## config.mk

```make
export PLATFORM = sky130hd
export DESIGN_NAME = boot_sysctl
export DESIGN_NICKNAME = d
export VERILOG_FILES = /design/src/verilog/sysctl_pkg.sv /design/src/verilog/boot_sysctl.sv /design/src/verilog/sync_2ff.sv /design/src/verilog/ext_irq_detect.sv
export VERILOG_INCLUDE_DIRS = /design/src /design/src/verilog
export SDC_FILE = /design/constraint.sdc
export NUM_CORES = 1
export LEC_CHECK = 0
export CAP_MARGIN = 0
export CORE_MARGIN = 8
export CORE_UTILIZATION = 35
export CTS_BUF_LIST = sky130_fd_sc_hd__clkbuf_4
export CTS_CLUSTER_SIZE = 30
export DETAILED_ROUTE_END_ITERATION = 7
export DONT_BUFFER_PORTS = 1
export SYNTH_ARGS = -nofsm -noshare
export SYNTH_HDL_FRONTEND = slang
export SYNTH_SLANG_ARGS = --single-unit
```

## constraint.sdc

```tcl
create_clock -name aclk -period 4.1 [get_ports aclk]
set_input_delay 0.41 -clock aclk [delete_from_list [all_inputs] [get_ports aclk]]
set_output_delay 0.41 -clock aclk [all_outputs]
set_load 0.1 [all_outputs]
```

## src/verilog/sysctl_defines.svh

```systemverilog
// Constants for the boot, brownout and reset control block.
`ifndef SYSCTL_DEFINES_SVH
`define SYSCTL_DEFINES_SVH

`define CLK_PS          5000
`define HYST_NS         10000
`define HYST_CLKS       ((`HYST_NS * 1000 + `CLK_PS - 1) / `CLK_PS)
`define RST_HOLD_CLKS   16'h0400
`define BOOT_FETCH_ADDR 32'h8100_0000

`define REG_CTRL        8'h00
`define REG_STATUS      8'h04
`define REG_IRQ_STAT    8'h08
`define REG_IRQ_MASK    8'h0C
`define REG_WAKE_EN     8'h10

`define RESP_OKAY       2'h0
`define RESP_SLVERR     2'h2
`define VEC_BAD         2'h3

`define CTRL_SWAP       2
`define CTRL_RST_EN     3
`define ST_WARN         0
`define ST_FAIL         1
`define ST_WIDTH        2
`define ST_BRST         4
`define ST_RUN          5
`define EV_WARN         0
`define EV_FAIL         1
`define EV_WAKE         2
`define EV_N            3

`endif

```

## src/verilog/sysctl_pkg.sv

```systemverilog
// Types shared by the system control block.
package sysctl_pkg;

	// Reset sequencer states.
	typedef enum logic [1:0] {RST_HOLD, RST_WAIT, RST_RUN} rst_state_t;

	// Source of the vector region at address zero.
	typedef enum logic [1:0] {VEC_BOOT_ROM, VEC_SRAM, VEC_EXT} vec_map_t;

endpackage

```

## src/verilog/boot_sysctl.sv

```systemverilog
// Boot configuration, reset sequencing, brownout and wake control.
`timescale 1ns/1ps
`default_nettype none
`include "sysctl_defines.svh"

module boot_sysctl #(
	parameter int          N_EDGE    = 68,
	parameter int          N_LEVEL   = 4,
	parameter int          ADDR_PINS = 24,
	parameter int          BOOT_ADDR = 20,
	parameter logic [15:0] RST_CLKS  = `RST_HOLD_CLKS,
	parameter logic [11:0] HYST_CLKS = 12'(`HYST_CLKS)
) (
	input  wire logic                 aclk,
	input  wire logic                 aresetn,
	input  wire logic [7:0]           awaddr,
	input  wire logic                 awvalid,
	output logic                      awready,
	input  wire logic [31:0]          wdata,
	input  wire logic [3:0]           wstrb,
	input  wire logic                 wvalid,
	output logic                      wready,
	output logic [1:0]                bresp,
	output logic                      bvalid,
	input  wire logic                 bready,
	input  wire logic [7:0]           araddr,
	input  wire logic                 arvalid,
	output logic                      arready,
	output logic [31:0]               rdata,
	output logic [1:0]                rresp,
	output logic                      rvalid,
	input  wire logic                 rready,
	input  wire logic                 por_active,
	input  wire logic                 reset_pin_n,
	input  wire logic                 osc_running,
	input  wire logic                 watchdog_reset_req,
	input  wire logic                 power_down_mode,
	input  wire logic                 boot_width_strap_hi,
	input  wire logic                 boot_width_strap_lo,
	input  wire logic                 brownout_detector_warn,
	input  wire logic                 brownout_detector_fail,
	input  wire logic [N_EDGE-1:0]    edge_irq_pin,
	input  wire logic [N_LEVEL-1:0]   level_irq_pin,
	output logic                      chip_reset_n,
	output logic [31:0]               boot_fetch_addr,
	output logic [1:0]                bank0_width,
	output logic [1:0]                bank1_width,
	output logic                      cs_swap,
	output logic [ADDR_PINS-1:0]      addr_pin_gpio,
	output logic [1:0]                vector_map,
	output logic                      brownout_irq_req,
	output logic                      brownout_reset_req,
	output logic [N_EDGE-1:0]         edge_irq_req,
	output logic [N_LEVEL-1:0]        level_irq_req,
	output logic                      wake_req,
	output logic                      irq
);

	////////////////////////////////////////////////////////////////////////
	// Pin synchronisation.

	localparam int SW = N_EDGE + N_LEVEL + 7;

	logic [SW-1:0]      sy;         // Synchronised pin levels.
	logic               sy_por;     // Power-on reset active.
	logic               sy_rstn;    // External reset pin, low active.
	logic               sy_osc;     // Oscillator running.
	logic [1:0]         straps;     // Width straps, high bit first.
	logic               sy_warn;    // Supply below upper threshold.
	logic               sy_fail;    // Supply below lower threshold.
	logic [N_EDGE-1:0]  sy_edge;    // Edge interrupt pins.
	logic [N_LEVEL-1:0] sy_level;   // Level interrupt pins.

	// Every pin, comparators included, crosses two flip-flops first.
	sync_2ff #(
		.W (SW)
	) u_sync (
		.aclk    (aclk),
		.aresetn (aresetn),
		.d       ({edge_irq_pin, level_irq_pin, por_active, reset_pin_n,
		           osc_running, boot_width_strap_hi, boot_width_strap_lo,
		           brownout_detector_warn, brownout_detector_fail}),
		.q       (sy)
	);

	assign {sy_edge, sy_level, sy_por, sy_rstn, sy_osc, straps,
	        sy_warn, sy_fail} = sy;

	// Edge and level detection for the external interrupt inputs.
	ext_irq_detect #(
		.N_EDGE  (N_EDGE),
		.N_LEVEL (N_LEVEL)
	) u_ext (
		.aclk       (aclk),
		.aresetn    (aresetn),
		.edge_in    (sy_edge),
		.level_in   (sy_level),
		.edge_pulse (edge_irq_req),
		.level_out  (level_irq_req)
	);

	////////////////////////////////////////////////////////////////////////
	// State.

	typedef struct packed
	{
		sysctl_pkg::rst_state_t rst;     // Reset sequencer.
		logic [15:0]            cnt;     // Release delay count.
		logic                   por_seen;// Next boot follows power-on.
		logic                   rst_n;   // Chip reset, low active.
		logic [31:0]            fetch;   // Boot fetch address.
		logic [1:0]             width;   // Latched strap width.
		logic                   swap;    // Chip select windows swapped.
		logic [ADDR_PINS-1:0]   gpio;    // Address pins left as GPIO.
		sysctl_pkg::vec_map_t   vmap;    // Vector region source.
		logic                   warn;    // Filtered upper brownout.
		logic                   fail;    // Filtered lower brownout.
		logic [11:0]            hcnt1;   // Upper hysteresis timer.
		logic [11:0]            hcnt2;   // Lower hysteresis timer.
		logic                   brst_en; // Brownout reset enabled.
		logic                   brst;    // Brownout reset request.
		logic                   wake;    // Wake request.
		logic [`EV_N-1:0]       stat;    // Sticky event bits.
		logic [`EV_N-1:0]       mask;    // Interrupt mask.
		logic [N_LEVEL:0]       wake_en; // Wake enables, top is edges.
		logic                   irq;     // Interrupt output.
		logic                   awready; // Bus write address ready.
		logic                   wready;  // Bus write data ready.
		logic                   aw_ok;   // Write address held.
		logic                   w_ok;    // Write data held.
		logic [7:0]             waddr;   // Held write address.
		logic [7:0]             wbyte;   // Held low data byte.
		logic                   wlane;   // Low byte lane enabled.
		logic                   bvalid;  // Write response pending.
		logic [1:0]             bresp;   // Write response code.
		logic                   arready; // Bus read address ready.
		logic                   rvalid;  // Read data pending.
		logic [31:0]            rdata;   // Read data.
		logic [1:0]             rresp;   // Read response code.
	} state_t;

	state_t q;
	state_t n;

	// A flag asserts at once and releases only after the supply has
	// stayed above the threshold for the whole hysteresis interval.
	function automatic logic [12:0] hyst(input logic [11:0] c,
	                                     input logic raw);
		logic [12:0] r;
		if (raw)
			r = {1'b1, HYST_CLKS};
		else if (c != 12'h000)
			r = {1'b1, c - 12'h001};
		else
			r = 13'h0000;
		return r;
	endfunction

	////////////////////////////////////////////////////////////////////////
	// Next-state logic.

	always_comb
	begin
		logic src;
		src = 1'b0;
		n = q;

		// Brownout flags with hysteresis on both stages.
		{n.warn, n.hcnt1} = hyst(q.hcnt1, sy_warn);
		{n.fail, n.hcnt2} = hyst(q.hcnt2, sy_fail);

		// Once raised, the brownout reset ignores the enable and stays
		// up while the supply is low, so power-on reset takes over it.
		n.brst = q.fail & (q.brst_en | q.brst);

		// Any of the four sources holds the chip in reset.
		src = sy_por | ~sy_rstn | watchdog_reset_req | q.brst;
		if (sy_por)
			n.por_seen = 1'b1;

		// Reset sequencer.
		case (q.rst)
			sysctl_pkg::RST_HOLD:
			begin
				n.cnt = 16'h0000;
				if (!src && sy_osc)
					n.rst = sysctl_pkg::RST_WAIT;
			end
			sysctl_pkg::RST_WAIT:
			begin
				// Release only after the oscillator has run a full count.
				if (!sy_osc)
					n.rst = sysctl_pkg::RST_HOLD;
				else if (q.cnt == RST_CLKS - 16'h0001)
				begin
					n.rst   = sysctl_pkg::RST_RUN;
					n.rst_n = 1'b1;
					n.fetch = `BOOT_FETCH_ADDR;
					n.vmap  = sysctl_pkg::VEC_EXT;
					if (q.por_seen)
					begin
						// Straps are caught here only, never again later.
						n.width    = straps;
						n.swap     = 1'b1;
						n.por_seen = 1'b0;
						for (int i = 0; i < ADDR_PINS; i++)
							n.gpio[i] = (i >= BOOT_ADDR);
					end
				end
				else
					n.cnt = q.cnt + 16'h0001;
			end
			sysctl_pkg::RST_RUN:
			begin
				n.cnt = 16'h0000;
			end
			default:
			begin
				n.rst = sysctl_pkg::RST_HOLD;
			end
		endcase

		// A new source always restarts the sequence from hold.
		if (src)
		begin
			n.rst   = sysctl_pkg::RST_HOLD;
			n.rst_n = 1'b0;
			n.cnt   = 16'h0000;
		end

		// Wake from power-down by enabled external interrupts.
		n.wake = power_down_mode &
		         (|(sy_level & q.wake_en[N_LEVEL-1:0]) |
		          (q.wake_en[N_LEVEL] & |edge_irq_req));

		// Write response retires on its handshake.
		if (q.bvalid && bready)
			n.bvalid = 1'b0;

		// Address and data are taken independently, in either order.
		if (awvalid && q.awready)
		begin
			n.aw_ok = 1'b1;
			n.waddr = awaddr;
		end
		if (wvalid && q.wready)
		begin
			n.w_ok  = 1'b1;
			n.wbyte = wdata[7:0];
			n.wlane = wstrb[0];
		end

		// Perform the write once both halves are held.
		if (n.aw_ok && n.w_ok)
		begin
			n.aw_ok  = 1'b0;
			n.w_ok   = 1'b0;
			n.bvalid = 1'b1;
			n.bresp  = `RESP_OKAY;
			case (n.waddr)
				`REG_CTRL:
				begin
					if (n.wlane)
					begin
						// The reserved encoding leaves the map unchanged.
						if (n.wbyte[1:0] != `VEC_BAD)
							n.vmap = sysctl_pkg::vec_map_t'(n.wbyte[1:0]);
						n.swap    = n.wbyte[`CTRL_SWAP];
						n.brst_en = n.wbyte[`CTRL_RST_EN];
					end
				end
				`REG_IRQ_MASK:
				begin
					if (n.wlane)
						n.mask = n.wbyte[`EV_N-1:0];
				end
				`REG_WAKE_EN:
				begin
					if (n.wlane)
						n.wake_en = n.wbyte[N_LEVEL:0];
				end
				`REG_STATUS, `REG_IRQ_STAT:
				begin
					// Read-only registers ignore writes.
					n.bresp = `RESP_OKAY;
				end
				default:
				begin
					n.bresp = `RESP_SLVERR;
				end
			endcase
		end

		// Read data retires on its handshake.
		if (q.rvalid && rready)
			n.rvalid = 1'b0;

		// Read: answer one cycle after the address is taken.
		if (arvalid && q.arready)
		begin
			n.rvalid = 1'b1;
			n.rresp  = `RESP_OKAY;
			n.rdata  = 32'h0000_0000;
			case (araddr)
				`REG_CTRL:
				begin
					n.rdata[1:0]          = q.vmap;
					n.rdata[`CTRL_SWAP]   = q.swap;
					n.rdata[`CTRL_RST_EN] = q.brst_en;
				end
				`REG_STATUS:
				begin
					n.rdata[`ST_WARN]            = q.warn;
					n.rdata[`ST_FAIL]            = q.fail;
					n.rdata[`ST_WIDTH+1:`ST_WIDTH] = q.width;
					n.rdata[`ST_BRST]            = q.brst;
					n.rdata[`ST_RUN]             = q.rst_n;
				end
				`REG_IRQ_STAT:
				begin
					// Reading clears; an event in the same cycle survives.
					n.rdata[`EV_N-1:0] = q.stat;
					n.stat             = '0;
				end
				`REG_IRQ_MASK:
				begin
					n.rdata[`EV_N-1:0] = q.mask;
				end
				`REG_WAKE_EN:
				begin
					n.rdata[N_LEVEL:0] = q.wake_en;
				end
				default:
				begin
					n.rresp = `RESP_SLVERR;
				end
			endcase
		end

		// Events set sticky bits after any clear, so the set wins.
		if (n.warn && !q.warn)
			n.stat[`EV_WARN] = 1'b1;
		if (n.fail && !q.fail)
			n.stat[`EV_FAIL] = 1'b1;
		if (n.wake && !q.wake)
			n.stat[`EV_WAKE] = 1'b1;
		n.irq = |(n.stat & n.mask);

		// Ready flags come from flops; one transfer of each kind at once.
		n.awready = !n.aw_ok && !n.bvalid;
		n.wready  = !n.w_ok && !n.bvalid;
		n.arready = !n.rvalid;
	end

	////////////////////////////////////////////////////////////////////////
	// State register.

	// Reset leaves the chip held in reset with a power-on boot pending.
	always_ff @(posedge aclk)
	begin
		if (!aresetn)
		begin
			q          <= '0;
			q.rst      <= sysctl_pkg::RST_HOLD;
			q.por_seen <= 1'b1;
		end
		else
			q <= n;
	end

	assign awready            = q.awready;
	assign wready             = q.wready;
	assign bvalid             = q.bvalid;
	assign bresp              = q.bresp;
	assign arready            = q.arready;
	assign rvalid             = q.rvalid;
	assign rdata              = q.rdata;
	assign rresp              = q.rresp;
	assign chip_reset_n       = q.rst_n;
	assign boot_fetch_addr    = q.fetch;
	// Both banks always carry the same width.
	assign bank0_width        = q.width;
	assign bank1_width        = q.width;
	assign cs_swap            = q.swap;
	assign addr_pin_gpio      = q.gpio;
	assign vector_map         = q.vmap;
	// The interrupt controller gates this with its own enable.
	assign brownout_irq_req   = q.warn;
	assign brownout_reset_req = q.brst;
	assign wake_req           = q.wake;
	assign irq                = q.irq;
endmodule
`default_nettype wire

```

## src/verilog/sync_2ff.sv

```systemverilog
// Two flip-flop synchroniser for a bus of independent levels.
`timescale 1ns/1ps
`default_nettype none

module sync_2ff #(
	parameter int W = 1
) (
	input  wire logic         aclk,
	input  wire logic         aresetn,
	input  wire logic [W-1:0] d,
	output logic      [W-1:0] q
);

	// First and second stage; the first is read only by the second.
	typedef struct packed
	{
		logic [W-1:0] s1;
		logic [W-1:0] s2;
	} sync_t;

	sync_t r_q;
	sync_t r_d;

	// Next state is a plain shift of the two stages.
	always_comb
	begin
		r_d.s1 = d;
		r_d.s2 = r_q.s1;
	end

	// Registered shift with synchronous reset.
	always_ff @(posedge aclk)
	begin
		if (!aresetn)
			r_q <= '0;
		else
			r_q <= r_d;
	end

	assign q = r_q.s2;

endmodule
`default_nettype wire

```

## src/verilog/ext_irq_detect.sv

```systemverilog
// Edge and level detection for the external interrupt inputs.
`timescale 1ns/1ps
`default_nettype none

module ext_irq_detect #(
	parameter int N_EDGE  = 68,
	parameter int N_LEVEL = 4
) (
	input  wire logic               aclk,
	input  wire logic               aresetn,
	input  wire logic [N_EDGE-1:0]  edge_in,
	input  wire logic [N_LEVEL-1:0] level_in,
	output logic      [N_EDGE-1:0]  edge_pulse,
	output logic      [N_LEVEL-1:0] level_out
);

	// Previous input, rising pulse and level copy.
	typedef struct packed
	{
		logic [N_EDGE-1:0]  prev;
		logic [N_EDGE-1:0]  pulse;
		logic [N_LEVEL-1:0] level;
	} det_t;

	det_t r_q;
	det_t r_d;
	logic [N_EDGE-1:0] rise;

	// One rising-edge detector per edge input.
	for (genvar i = 0; i < N_EDGE; i++)
	begin : g_edge
		assign rise[i] = edge_in[i] & ~r_q.prev[i];
	end

	// Level inputs pass straight through one register.
	always_comb
	begin
		r_d.prev  = edge_in;
		r_d.pulse = rise;
		r_d.level = level_in;
	end

	always_ff @(posedge aclk)
	begin
		if (!aresetn)
			r_q <= '0;
		else
			r_q <= r_d;
	end

	assign edge_pulse = r_q.pulse;
	assign level_out  = r_q.level;

endmodule
`default_nettype wire

```

==> impl_metrics.tcl <==
set metrics [dict create \
    syn_inst 1304 \
    core_um2 38500 \
    rsz0062_at_grt "no" \
    initial_core_util 0.352 \
    crit_required_ps 4710 \
    synth_compound_area_frac 0.0443 \
    finalHoldViolCount 0 \
    final-setup-viol-count 0 \
    hold_start "awvalid" \
    synth_enable_flop_cells 0 \
    yosysSeqAreaShare 0.584 \
    path_clk_slew_ps 70 \
    pin_count 321 \
    worstSetupStartpoint "u_ext.edge_pulse[38]" \
    drtIter0Drc 359 \
    power_density_nw_per_um2 566 \
    ys_warn_count 0 \
    rr_endpoint "wake_req" \
    track_usage 0.124 \
    endpoint_kind "register" \
    synth_area_um2 13600 \
    syn_area_per_cell_um2 10.4 \
    htreeDepth 3 \
    die_w_um 213 \
    port_buffers 0 \
    criticalPathCategory "reg -> reg" \
    drive_above_1_share 0.122 \
    routed.top_layer "met5" \
    first_global_vias 8709 \
    regToRegStartpoint "u_ext.edge_pulse[38]" \
    synth_cell_types 57 \
    relSlewSlack 0.238 \
    leakagePower_nw 6.52 \
    die_h_um 213 \
    grt_pass1_wl_mm 44.7 \
    dp.cells 1691 \
    fin_nets 1538 \
    r2r_slack_ps 1400 \
    wl_per_cell_um 14.3 \
    ys.flop_type "dfxtp_1" \
    synthXorXnorAreaFrac 0.0142 \
    post-cts-setup-buffers 0 \
    synth_top_family_by_area "simple AND/OR/NAND/NOR gates" \
    setup_tns_ps 0 \
    synth_simple_gate_area_frac 0.223 \
    hold_depth 3 \
    fillers 3761 \
    via_per_inst 4.22 \
    antenna_left 0 \
    wl_met3_mm 3.01 \
    wl_met1_mm 11.2 \
    routabilityCongestion 0.808 \
    fin_crit_ps 2700 \
    hold_slack_ps 125 \
    synth_fa_ha_area_frac 0.00462 \
    status "finished, final reports clean" \
    drv_cap 0 \
    fmax_ghz 0.370 \
    root_buffer "clkbuf_4" \
    dp_hpwl_mm 18.5 \
    holdPathEnd "q[51]" \
    rows 72 \
    hold_path.class "in -> reg" \
    area_delta_synth_final_pct 15.0 \
    period_share 0.659 \
    wirelength_mm 28.5 \
    synth-seq-cells 395 \
    grt_max_degree 250 \
    fin_skew_ps 35.6 \
    via_count 8413 \
    ff2ff_path_depth 7 \
    setup_slack_ps 1400 \
    cts_tree "done" \
    routed-wl-met2_mm 13.5 \
    crit_fanout 2 \
    crit_arrival_ps 3310 \
    clock_latency_ps 750 \
    drt-pass1-iter-count 4 \
    synth_mux_area_frac 0.0182 \
    cts_made_buffers 101 \
    place_worst_setup_slack_ps 1250 \
    clk_path_buf_depth 3 \
    final_cells 1992 \
    dieArea_um2 45300 \
    antenna_found_initial 6 \
    drv_slew 0 \
    grt-ovfl-total 0 \
    vdd_drop_max_mv 0.367 \
    cts_num_sinks 395 \
    worstMarginPinSlew_ps 1140 \
    drcViolationCount 0 \
    synthArstFlopShare 0 \
    cp-start-kind "register" \
    fin_total_pwr_w 0.00883 \
]
-- state kept, by name, indices dropped and copies added, names as in the netlist, 2 cells and up --
signal / flops
u_ext.r_q: 68
u_sync.r_d: 79
u_ext.level_out: 4
vector_map: 2
rdata: 6
u_ext.edge_pulse: 68
bank0_width: 2
u_sync.q: 79
q: 72
-- worst max-delay path: stages, from the launching register on --
cell	delay (ps)
dfxtp_1	650
nor4_1	610
buf_4	200
nand4_1	250
or3_1	410
o31a_1	270
o21ai_1	130
nor2_1	50
-- worst max path at each step --
stage | cells after the start | endpoint | slack [ps]
floorplan | 5 | irq | 1700
global placement | 7 | wake_req | 1290
detailed placement | 7 | wake_req | 1250
CTS | 7 | wake_req | 1210
global route | 7 | wake_req | 1160
finish | 7 | wake_req | 1400
-- power by group --
part | leakage [nW] | total [W] | internal [W] | switching, W
combinational | 2.51 | 0.00111 | 0.000367 | 0.000742
clock | 0.768 | 0.00331 | 0.00176 | 0.00155
sequential | 3.24 | 0.00441 | 0.00407 | 0.000333
total | 6.52 | 0.00883 | 0.00621 | 0.00263
-- kinds of logic after synthesis --
| logic type | count (synthesis) |
|---|---|
| muxes | 24 |
| AOI/OAI and AO/OA | 95 |
| and+or+nand+nor | 532 |
| other | 1 |
| DFF | 395 |
| adders and majority gates | 5 |
| xor gates and xnor gates | 22 |
| buffers and inverters | 230 |
-- stage by stage --
stage               area, um2   util
finish                  15600  0.405
global route            15600  0.405
CTS                     15600  0.405
detailed placement      13100  0.340
global placement        13100  0.340
floorplan               13800      -
-- layer usage --
| metal | GRT usage | vias to the layer above |
|---|---|---|
| li1 | - | 4223 |
| met1 | 0.132 | 3825 |
| met2 | 0.201 | 289 |
| met3 | 0.0658 | 70 |
| met4 | 0.0547 | 6 |
| met5 | 0 | - |
-- synthesized netlist by cell type (5+ instances only) --
cell / instances / area [um2]
dfxtp_1: 395 / 7910
and2_1: 236 / 1480
buf_4: 171 / 1280
nor2_1: 79 / 297
nor2b_1: 70 / 438
nand2_1: 50 / 188
a21oi_1: 37 / 185
clkbuf_1: 37 / 139
nor4_1: 22 / 138
nor3_1: 20 / 100
mux2i_1: 19 / 190
inv_1: 17 / 63.8
nand3_1: 16 / 80.1
o21ai_0: 15 / 75.1
xor2_1: 12 / 105
xnor2_1: 10 / 87.6
a211oi_1: 8 / 60.1
a31oi_1: 8 / 50.1
and3_1: 8 / 50.1
nand2b_1: 6 / 37.5
nand4_1: 6 / 37.5
ha_1: 5 / 62.6
mux2_2: 5 / 56.3
-- final cells by class --
| type | count | area [um2] | share of cell area |
|---|---|---|---|
| timing repair buffer | 121 | 1220 | 0.0782 |
| antenna | 4 | 10.0 | 0.000642 |
| inverter | 18 | 67.6 | 0.00433 |
| sequential | 395 | 7920 | 0.508 |
| multi-input combinational | 756 | 4420 | 0.284 |
| tap | 518 | 648 | 0.0416 |
| clock inverter | 35 | 219 | 0.0140 |
| clock buffer | 145 | 1090 | 0.0698 |
-- cell usage in the layout, fill, tap and decap left out, drive strengths merged, types with 24 or more instances in the layout --
master       instances
a21oi               37
and2               236
clkbuf             145
clkinv              30
conb                78
dfxtp              395
dlygate4sd3        116
nand2               50
nor2                79
nor2b               70
nor4                24
-- what timing repair did --
action / 4_1_cts / 5_1_grt
hold buffers: 117 / 0
hold endpoints to repair: 375 / 0
setup endpoints to repair: 0 / 0
gates resized for setup: 0 / 0
Note: power is estimated with default switching activity, not from simulation.
